$ cat config.mk
export PLATFORM = sky130hd
export DESIGN_NAME = etc_trigger_top
export DESIGN_NICKNAME = d
export VERILOG_FILES = /design/src/pkg/etc_pkg.sv /design/src/pkg/etc_holdoff_if.sv /design/src/etc_holdoff.sv /design/src/etc_trigger_top.sv
export SDC_FILE = /design/constraint.sdc
export NUM_CORES = 1
export LEC_CHECK = 0
export BUFFER_PORTS_ARGS = -buffer_cell sky130_fd_sc_hd__buf_2
export CORE_MARGIN = 10
export CORE_UTILIZATION = 61
export DETAILED_ROUTE_END_ITERATION = 8
export GPL_ROUTABILITY_DRIVEN = 0
export PLACE_DENSITY = 0.87
export SYNTH_ARGS = -nofsm -noshare
export SYNTH_HDL_FRONTEND = slang
export SYNTH_HIERARCHICAL = 1
export SYNTH_SLANG_ARGS = --single-unit
$ cat constraint.sdc
create_clock -name REF_CLK -period 5.3 [get_ports REF_CLK]
set_input_delay 0.265 -clock REF_CLK [delete_from_list [all_inputs] [get_ports REF_CLK]]
set_output_delay 0.265 -clock REF_CLK [all_outputs]
set_load 0.05 [all_outputs]
$ cat src/pkg/etc_pkg.sv
// Purpose: constants and types for the external trigger start control
// Assumes: 20 MHz system clock
// Notes:   settings reach the block as plain ports with write strobes
package etc_pkg;
    localparam int unsigned CLK_PERIOD_NS = 50;
    localparam int unsigned MS_NS         = 1000000;
    localparam int unsigned CYC_PER_MS    = MS_NS / CLK_PERIOD_NS;
    localparam int unsigned DELAY_MAX_MS  = 1000;
    localparam int unsigned DELAY_W       = 10;
    localparam int unsigned NUM_CH        = 2;

    typedef logic [1:0]         etc_enable_t;
    typedef logic [1:0]         etc_start_t;
    typedef logic [2:0]         etc_stop_t;
    typedef logic [DELAY_W-1:0] etc_delay_t;

    localparam etc_enable_t ENABLE_OFF  = 2'h0;
    localparam etc_enable_t ENABLE_A    = 2'h1;
    localparam etc_enable_t ENABLE_B    = 2'h2;
    localparam etc_enable_t ENABLE_BOTH = 2'h3;

    localparam logic POL_FALLING = 1'b0;
    localparam logic POL_RISING  = 1'b1;

    localparam etc_start_t START_CONT = 2'h0;
    localparam etc_start_t START_EXT  = 2'h1;
    localparam etc_start_t START_KEY  = 2'h2;
    localparam etc_start_t START_ARM  = 2'h3;

    localparam etc_stop_t STOP_NEVER = 3'h0;
    localparam etc_stop_t STOP_EXT   = 3'h1;
    localparam etc_stop_t STOP_KEY   = 3'h2;
    localparam etc_stop_t STOP_ARM   = 3'h3;
    localparam etc_stop_t STOP_MAX   = 3'h6;

    localparam logic ARM_WAITING   = 1'b0;
    localparam logic ARM_TRIGGERED = 1'b1;

    localparam etc_enable_t RST_ENABLE = ENABLE_OFF;
    localparam logic        RST_POL    = POL_RISING;
    localparam etc_delay_t  RST_DELAY  = 10'h000;
    localparam etc_start_t  RST_START  = START_CONT;
    localparam etc_stop_t   RST_STOP   = STOP_NEVER;

    typedef enum logic [1:0] {
        ST_ARMED = 2'b00,
        ST_HOLD  = 2'b01,
        ST_RUN   = 2'b11,
        ST_DONE  = 2'b10
    } etc_state_e;
endpackage : etc_pkg

$ cat src/pkg/etc_holdoff_if.sv
// Purpose: link between the trigger control and its holdoff timer
// Assumes: one clock domain
// Notes:   start is a one-cycle pulse, fire a one-cycle pulse
`timescale 1ns/1ps
`default_nettype none
interface etc_holdoff_if;
    import etc_pkg::*;
    logic       start;
    etc_delay_t delay_ms;
    logic       busy;
    logic       fire;
    modport ctrl  (output start, output delay_ms, input busy, input fire);
    modport timer (input start, input delay_ms, output busy, output fire);
endinterface : etc_holdoff_if
`default_nettype wire

$ cat src/etc_holdoff.sv
// Purpose: millisecond holdoff between a trigger edge and its effect
// Assumes: start only honoured while idle
// Notes:   delay sampled at start, so later writes do not move a running holdoff
`timescale 1ns/1ps
`default_nettype none
module etc_holdoff #(
    parameter int unsigned CYC_PER_MS = etc_pkg::CYC_PER_MS
) (
    input  wire logic   clk,
    input  wire logic   rst,
    etc_holdoff_if.timer hif
);
    import etc_pkg::*;

    initial begin
        if (CYC_PER_MS < 1 || CYC_PER_MS > 32'h00ffffff)
            $error("etc_holdoff: CYC_PER_MS out of range");
    end

    logic [23:0] cyc;
    etc_delay_t  ms;
    etc_delay_t  target;
    logic        busy;
    logic        fire;

    assign hif.busy = busy;
    assign hif.fire = fire;

    // divider restarts at the edge so every holdoff is exact to a cycle
    always_ff @(posedge clk) begin
        if (rst) begin
            busy   <= 1'b0;
            fire   <= 1'b0;
            cyc    <= 24'h000000;
            ms     <= '0;
            target <= '0;
        end else begin
            fire <= 1'b0;
            if (hif.start && !busy) begin
                busy   <= 1'b1;
                cyc    <= 24'h000000;
                ms     <= '0;
                target <= hif.delay_ms;
            end else if (busy) begin
                if (ms == target) begin
                    busy <= 1'b0;
                    fire <= 1'b1;
                end else if (cyc == 24'(CYC_PER_MS - 1)) begin
                    cyc <= 24'h000000;
                    ms  <= ms + 10'h001;
                end else begin
                    cyc <= cyc + 24'h000001;
                end
            end
        end
    end
endmodule : etc_holdoff
`default_nettype wire

$ cat src/etc_trigger_top.sv
// Purpose: external trigger enable, edge, holdoff and start/stop control
// Assumes: setting ports and SOFT_KEY come from logic on REF_CLK
// Notes:   out-of-range writes are ignored, the old setting stays
// Contract
// - enable code: 0 off, 1 channel A, 2 channel B, 3 both
// - enable code gates the external trigger's effect per channel; only the external start is gated per channel, an external stop ends both
// - enable read returns 0 off, or 1, 2, 3 for A, B, both
// - polarity 0 selects falling edge, 1 selects rising edge
// - polarity read returns the active edge in written encoding
// - holdoff 0 to 1000 ms delays a trigger taking effect; only the external start is delayed, an external stop acts at once
// - holdoff read returns the stored delay in milliseconds
// - start select 0 to 3; 0 means continuous measurement
// - start select 1 starts on enabled external trigger after holdoff
// - start 2 starts on soft key, 3 on arm command value 1
// - arm state 0 armed and waiting, 1 triggered, measuring or stopped
// - stop select 1 ends measurement on an external trigger
`timescale 1ns/1ps
`default_nettype none
module etc_trigger_top #(
    parameter int unsigned CYC_PER_MS = etc_pkg::CYC_PER_MS
) (
    input  wire logic                 REF_CLK,
    input  wire logic                 SYS_RST,
    input  wire logic                 EXT_TRIG_PIN,
    input  wire logic                 ENABLE_WR,
    input  wire etc_pkg::etc_enable_t ENABLE_IN,
    input  wire logic                 POLARITY_WR,
    input  wire logic                 POLARITY_IN,
    input  wire logic                 DELAY_WR,
    input  wire etc_pkg::etc_delay_t  DELAY_IN,
    input  wire logic                 START_WR,
    input  wire etc_pkg::etc_start_t  START_IN,
    input  wire logic                 STOP_WR,
    input  wire etc_pkg::etc_stop_t   STOP_IN,
    input  wire logic                 ARM_WR,
    input  wire logic                 ARM_IN,
    input  wire logic                 SOFT_KEY,
    output logic                      EXT_TRIGGER_CHANNEL_ENABLE,
    output etc_pkg::etc_enable_t      EXT_ENABLE,
    output logic                      TRIGGER_POLARITY_SELECT,
    output etc_pkg::etc_delay_t       TRIGGER_DELAY_MS,
    output etc_pkg::etc_start_t       START_EVENT_SELECT,
    output etc_pkg::etc_stop_t        STOP_EVENT_SELECT,
    output logic                      ARM_STATE,
    output logic [1:0]                MEAS_RUN,
    output logic                      TRIG_EVENT
);
    import etc_pkg::*;

    initial begin
        if (CYC_PER_MS < 1) $error("etc_trigger_top: CYC_PER_MS must be positive");
    end

    etc_holdoff_if hif ();
    etc_holdoff #(.CYC_PER_MS(CYC_PER_MS)) u_holdoff (
        .clk (REF_CLK),
        .rst (SYS_RST),
        .hif (hif)
    );

    // settings
    always_ff @(posedge REF_CLK) begin
        if (SYS_RST) begin
            EXT_ENABLE              <= RST_ENABLE;
            TRIGGER_POLARITY_SELECT <= RST_POL;
            TRIGGER_DELAY_MS        <= RST_DELAY;
            START_EVENT_SELECT      <= RST_START;
            STOP_EVENT_SELECT       <= RST_STOP;
        end else begin
            if (ENABLE_WR) EXT_ENABLE <= ENABLE_IN;
            if (POLARITY_WR) TRIGGER_POLARITY_SELECT <= POLARITY_IN;
            if (DELAY_WR && DELAY_IN <= DELAY_W'(DELAY_MAX_MS))
                TRIGGER_DELAY_MS <= DELAY_IN;
            if (START_WR) START_EVENT_SELECT <= START_IN;
            if (STOP_WR && STOP_IN <= STOP_MAX) STOP_EVENT_SELECT <= STOP_IN;
        end
    end

    always_ff @(posedge REF_CLK) begin
        if (SYS_RST) EXT_TRIGGER_CHANNEL_ENABLE <= 1'b0;
        else EXT_TRIGGER_CHANNEL_ENABLE <= (EXT_ENABLE != ENABLE_OFF);
    end

    // pin synchroniser; level only moves once stages two and three agree
    logic [2:0] sync;
    logic       pin_level;
    logic       pin_prev;
    always_ff @(posedge REF_CLK) begin
        if (SYS_RST) begin
            sync      <= 3'h0;
            pin_level <= 1'b0;
            pin_prev  <= 1'b0;
        end else begin
            sync <= {sync[1:0], EXT_TRIG_PIN};
            if (sync[1] == sync[2]) pin_level <= sync[2];
            pin_prev <= pin_level;
        end
    end

    logic edge_seen;
    logic ext_event;
    assign edge_seen = (TRIGGER_POLARITY_SELECT == POL_RISING)
                     ? (pin_level && !pin_prev)
                     : (!pin_level && pin_prev);
    assign ext_event = edge_seen && (EXT_ENABLE != ENABLE_OFF);

    always_ff @(posedge REF_CLK) begin
        if (SYS_RST) TRIG_EVENT <= 1'b0;
        else TRIG_EVENT <= ext_event;
    end

    // start/stop sequencing
    etc_state_e state;
    etc_state_e next_state;
    logic       stop_hit;
    assign stop_hit = (STOP_EVENT_SELECT == STOP_EXT && ext_event)
                   || (STOP_EVENT_SELECT == STOP_KEY && SOFT_KEY)
                   || (STOP_EVENT_SELECT == STOP_ARM && ARM_WR && !ARM_IN);

    assign hif.start    = (state == ST_ARMED) && (START_EVENT_SELECT == START_EXT)
                        && ext_event;
    assign hif.delay_ms = TRIGGER_DELAY_MS;

    always_comb begin
        next_state = state;
        case (state)
            ST_ARMED: begin
                case (START_EVENT_SELECT)
                    START_CONT: next_state = ST_RUN;
                    START_EXT:  if (ext_event) next_state = ST_HOLD;
                    START_KEY:  if (SOFT_KEY) next_state = ST_RUN;
                    START_ARM:  if (ARM_WR && ARM_IN) next_state = ST_RUN;
                    default:    next_state = ST_ARMED;
                endcase
            end
            ST_HOLD: begin
                if (hif.fire) next_state = ST_RUN;
            end
            ST_RUN: begin
                if (stop_hit) next_state = ST_DONE;
            end
            ST_DONE: begin
                if (ARM_WR && !ARM_IN) next_state = ST_ARMED;
            end
            default: next_state = ST_ARMED;
        endcase
        // re-arm from run also allowed unless stop select is 3; leaves measurement and waits again
        if (state != ST_DONE && ARM_WR && !ARM_IN && STOP_EVENT_SELECT != STOP_ARM)
            next_state = ST_ARMED;
    end

    always_ff @(posedge REF_CLK) begin
        if (SYS_RST) state <= ST_ARMED;
        else state <= next_state;
    end

    always_ff @(posedge REF_CLK) begin
        if (SYS_RST) ARM_STATE <= ARM_WAITING;
        else ARM_STATE <= (next_state == ST_RUN || next_state == ST_DONE)
                        ? ARM_TRIGGERED : ARM_WAITING;
    end

    // on an external start only enabled channels measure
    genvar ch;
    generate
        for (ch = 0; ch < NUM_CH; ch++) begin : g_ch
            always_ff @(posedge REF_CLK) begin
                if (SYS_RST) MEAS_RUN[ch] <= 1'b0;
                else MEAS_RUN[ch] <= (next_state == ST_RUN)
                    && (START_EVENT_SELECT != START_EXT || EXT_ENABLE[ch]);
            end
        end
    endgenerate
endmodule : etc_trigger_top
`default_nettype wire

## Word level (Yosys, flattened, before mapping)

Cells that the tools add are included.

| word-level totals | value |
|---|---|
| register bits | 76 |
| output and inout port bits | 23 |

| operators by class | value |
|---|---|
| $add $sub $neg | 2 |
| order comparisons | 2 |
| equality and inequality tests | 17 |
| multiplexer cells | 16 |
| bitwise logic cells | 2 |
| reductions and logical operators | 35 |

Operators by type and width:

| operator | number |
|---|---|
| adder 24 x 1 -> 24 bit (second input constant) | 1 |
| == test 24 x 15 -> 1 bit (second input constant) | 1 |
| two-way mux 24 bit | 1 |
| logical AND 1 bit | 19 |
| one-hot mux 2 bit (4 select lines) | 2 |
| two-way mux 2 bit | 7 |
| == test 2 bit (second input constant) | 6 |
| adder 10 x 1 -> 10 bit (second input constant) | 1 |
| == test 10 bit | 1 |
| <= comparator 10 bit (second input constant) | 1 |
| == test 3 x 2 -> 1 bit (second input constant) | 2 |
| two-way mux 1 bit | 6 |
| logical OR 1 bit | 5 |
| == test 2 x 1 -> 1 bit (second input constant) | 2 |
| logical NOT 1 bit | 4 |
| logical NOT 2 bit | 2 |
| == test 3 x 1 -> 1 bit (second input constant) | 1 |
| <= comparator 3 bit (second input constant) | 1 |
| != test 3 x 2 -> 1 bit (second input constant) | 1 |
| AND reduction 3 bit | 1 |
| OR reduction 3 bit | 1 |
| != test 2 x 1 -> 1 bit (second input constant) | 1 |
| != test 2 bit (second input constant) | 1 |
| NOT 1 bit | 2 |
| other kinds (4) | 4 |

## Longest topological paths before layout

| logic depth | value |
|---|---|
| word-level depth | 13 |
| mapped depth | 8 |
| mapped depth without buffers | 8 |

## Hierarchy

The synthesis kept the hierarchy.

By module, submodules not included:

| module | instances | cells each | area each (µm²) | seq. area each (µm²) |
|---|---|---|---|---|
| etc_holdoff | 1 | 305 | 2422.3 | 920.9 |
| etc_trigger_top | 1 | 135 | 1238.7 | 600.6 |

## Worst setup path after synthesis

Ideal clock, no wire load.

| path | value |
|---|---|
| path kind | register to register |
| start point | reg TRIGGER_POLARITY_SELECT |
| end point | reg u_holdoff.cyc[15] |
| arrival time | 2.117 ns |
| required time | 5.168 ns |
| slack | 3.050 ns |
| stages on the path, launching flop included | 9 |
| path buffers | 2 |
| clock period less this slack | 2.250 ns |
| cells stage by stage | dfxtp_1 > and3b_1 > o21ai_1 > nor4_1 > nand2b_1 > nand2b_1 > clkbuf_1 > clkbuf_1 > a21oi_1 |

| between the ends | value |
|---|---|
| cells in the longest elaborated chain, start to end | 5 |

Ends and longest elaborated chain:

| what | line | RTL |
|---|---|---|
| from (decl) | etc_trigger_top.sv:40 | `output logic TRIGGER_POLARITY_SELECT,` |
| from (signal assigned) | etc_trigger_top.sv:65 | `TRIGGER_POLARITY_SELECT <= RST_POL;` |
| from (signal assigned) | etc_trigger_top.sv:71 | `if (POLARITY_WR) TRIGGER_POLARITY_SELECT <= POLARITY_IN;` |
| two-way mux 1 bit | etc_trigger_top.sv:103 | `? (pin_level && !pin_prev)` |
| logical AND 1 bit | etc_trigger_top.sv:105 | `assign ext_event = edge_seen && (EXT_ENABLE != ENABLE_OFF);` |
| logical AND 1 bit | etc_trigger_top.sv:121 | `&& ext_event;` |
| named net hif.start | etc_holdoff_if.sv:8 | `logic start;` |
| logical AND 1 bit | etc_holdoff.sv:39 | `if (hif.start && !busy) begin` |
| OR reduction 2 bit (no source line) | n/a |  |
| to (signal assigned) | etc_holdoff.sv:52 | `cyc <= cyc + 24'h000001;` |
| to (decl) | etc_holdoff.sv:20 | `logic [23:0] cyc;` |

The timed path passes the listed nets, and every way through them passes these cells.
A chain may end at the register's enable or synchronous reset.

## Worst setup path in the final report

| path | value |
|---|---|
| start point | reg pin_level |
| end point | reg u_holdoff.ms[6] |

| between the ends | value |
|---|---|
| cells in the longest elaborated chain, start to end | 7 |
| elaborated cells on any way between the ends | 8 |

Ends and longest elaborated chain:

| what | line | RTL |
|---|---|---|
| from (decl) | etc_trigger_top.sv:86 | `logic pin_level;` |
| from (signal assigned) | etc_trigger_top.sv:95 | `if (sync[1] == sync[2]) pin_level <= sync[2];` |
| logical NOT 1 bit | etc_trigger_top.sv:104 | `: (!pin_level && pin_prev);` |
| logical AND 1 bit | etc_trigger_top.sv:104 |  |
| two-way mux 1 bit * | etc_trigger_top.sv:103 |  |
| logical AND 1 bit * | etc_trigger_top.sv:105 |  |
| logical AND 1 bit * | etc_trigger_top.sv:121 |  |
| named net hif.start | etc_holdoff_if.sv:8 |  |
| logical AND 1 bit * | etc_holdoff.sv:39 |  |
| OR reduction 2 bit (no source line) * | n/a |  |
| to (signal assigned) | etc_holdoff.sv:50 | `ms <= ms + 10'h001;` |
| to (decl) | etc_holdoff.sv:21 | `etc_delay_t ms;` |

Mark *: on every way through the listed nets, which the timed path passes. The rest lies on a longest branch.

==> metrics.yaml <==
run_status: "finished, final reports clean"
drt_iter0_drc: 162
setup_viol: 0
dieArea_mm2: 0.009500
ff2ff_setup_slack_ps: 2540
synth_area_per_cell_um2: 8.320
synth_fp_nets: 471
worstSetupEndpointType: "flop"
rows: 28
r2r-start: "pin_level$_SDFFE_PP0N_"
min-delay-path-class: "in2reg"
critical_path_arrival_ps: 2970
core-area_mm2: 0.005886
postRouteAntennaNets: 0
start_util_pct: 62.20
drive_gt1_share_pct: 16.43
fin_nets: 513
synth.area.top_cells: "dfxtp_1, nand2_1, a21oi_1, mux2i_1, or3_1"
mostFrequentLayoutCells: "dfxtp_1, nand2_1, buf_2"
drc: 0
dpl.hpwl_um: 6006
post_drt_wl_per_cell_um: 15.08
slowest_stage: "nor2b_1"
antenna_found_initial: 0
startpoint: "pin_level$_SDFFE_PP0N_"
hold_start: "EXT_TRIG_PIN"
cts.sinks: 76
overflow: 0
avgViaCountPerCell: 6.005
final.setup.tns_ps: 0
final_cells: 562
fin_hold_ws_ps: 131.5
cts-hold-fix-buffers: 0
cts-buffers-inserted: 9
grtUsageTotal_pct: 17.39
final_common_cell: "dfxtp_1"
critPathKind: "reg2reg"
holdPathStages: 2
slew_viol_final: 0
io_buffers: 51
finalCriticalPeriod_ps: 2759
ir_drop_uv: 238.7
grt_pass1_vias: 3284
grt_max_degree: 47
hold_viol: 0
r2r_end: "u_holdoff/ms[6]$_SDFFE_PP0P_"
post-cts-setup-buffer-count: 0
synthesis.area_mm2: 0.003661
clk_latency_ps: 350
synth_edf_count: 0
worst_pin_slew_ps: 1179
slew_headroom_pct: 21.10
post_cts_resized: 0
p_leak_nw: 1.493
slowest_delay_ps: 700
grt_pass1_wl_um: 14460
rsz0062_at_grt: "false"
die_y_um: 97.47
path_cells: "nor3b_1, o21ai_1, nor4_1, nor2b_1, nor2_1, o311ai_1, o41ai_1"
yosys_warnings: 6
post-route-period-util_pct: 52.05
ys_types: 59
clk_path_buf_depth: 2
first_pass_iters: 4
route.vias.total: 3375
timing.max_cap.violations: 0
ys_seq_elements: 76
r2r_cells: 7
cts_max_level: 3
root_buffer: "clkbuf_8"
pwr_density_cell_mw_per_mm2: 264.8
drt_wl_total_um: 8475
place_inst: 546
syn_inst: 440
worstPathMaxFanout: 16
die_w_um: 97.47
yosysSeqAreaShare_pct: 41.56
n_antenna_cell: 0
fin_skew_ps: 8.377
path_clk_slew_ps: 70
yosys.area.top_type: "dfxtp_1"
min_to: "sync[0]$_SDFF_PP0_"
area_growth_pct: 12.00
synth_ff_type: "dfxtp_1"
ios: 52
cts_tree: "yes"
cp.required_ps: 5510
async_reset_ff_share_pct: 0
cp-start-kind: "flop"
fmax_mhz: 362.5
synth_top_area_share_pct: 41.56
## per-layer routing
layer | global-route usage, % | up-vias | part of all wire, %
met5 | 0 | - | 0
met4 | 7.606 | 0 | 1.9
met3 | 4.196 | 18 | 4.4
met2 | 28.77 | 88 | 49
met1 | 20.83 | 1580 | 45
li1 | - | 1689 | -
## critical path, delay by kind of cell (launching register included)
kind,cells,cell delay [ps]
and+or+nand+nor,4,1770
DFF,1,340
AOI/OAI and AO/OA,3,500
## sequential cells by signal, indices dropped and copies added, names as in the netlist, 2 cells and up
name / count
EXT_ENABLE: 2
TRIGGER_DELAY_MS: 10
u_holdoff/target: 10
START_EVENT_SELECT: 2
state: 2
sync: 3
u_holdoff/cyc: 24
MEAS_RUN: 2
u_holdoff/ms: 10
STOP_EVENT_SELECT: 3
## synth_stat cells, drive strengths merged (4+ instances only)
cell type	instances
dfxtp	76
nand2	70
a21oi	45
or3	20
clkbuf	17
nor2	16
inv	14
nand3	14
mux2i	13
o21ai	13
nand4	12
nor2b	11
nor3	10
xnor2	10
nor4	9
o31ai	8
o22ai	7
and3	6
buf	5
nor3b	5
or4	5
and2	4
nor4bb	4
o211ai	4
## metrics by stage
stage                     area (um2)  power, mW  setup WS, ps  utilization, %
after floorplan                 3661     0.6871          3050               -
after global placement          3938     0.7196          2727           66.90
after detailed placement        3938     0.7226          2633           66.90
after CTS                       4100      1.096          2577           69.66
after global routing            4100      1.134          2264           69.66
final                           4100      1.086          2541           69.66
## logic make-up after synthesis
kind of cell / count (synthesis) / share of synthesized area (%)
multiplexers: 13 / 3.554
flip-flops: 76 / 41.56
AND/OR/NAND/NOR: 199 / 29.77
XOR/XNOR: 10 / 2.392
AO/OA/AOI/OAI: 103 / 17.91
buffers and inverters: 37 / 4.135
adder cells (fa/ha/maj): 2 / 0.6834
## cell type report
cell class,instances,area (um2)
multi-input cells,327,1996
clock inverters,2,10.01
clock buffers,14,152.6
repair buffers,53,270.3
flip-flops and latches,76,1521
fillers,486,1785
well taps,75,93.84
inverters,15,56.30
## report_power, final
| part | leakage [nW] | switching [mW] | internal, mW |
|---|---|---|---|
| combinational | 0.791 | 0.0786 | 0.0335 |
| clock | 0.0844 | 0.194 | 0.182 |
| sequential | 0.618 | 0.0122 | 0.585 |
| total | 1.49 | 0.285 | 0.801 |
## worst max-delay path by stage
stage,end,depth (start not counted)
floorplan,u_holdoff/cyc[15]$_SDFFE_PP0P_,8
global placement,u_holdoff/cyc[7]$_SDFFE_PP0P_,6
detailed placement,u_holdoff/ms[6]$_SDFFE_PP0P_,7
CTS,u_holdoff/cyc[7]$_SDFFE_PP0P_,6
global route,u_holdoff/ms[6]$_SDFFE_PP0P_,7
finish,u_holdoff/ms[6]$_SDFFE_PP0P_,7
Note: power is estimated with default switching activity, not from simulation.
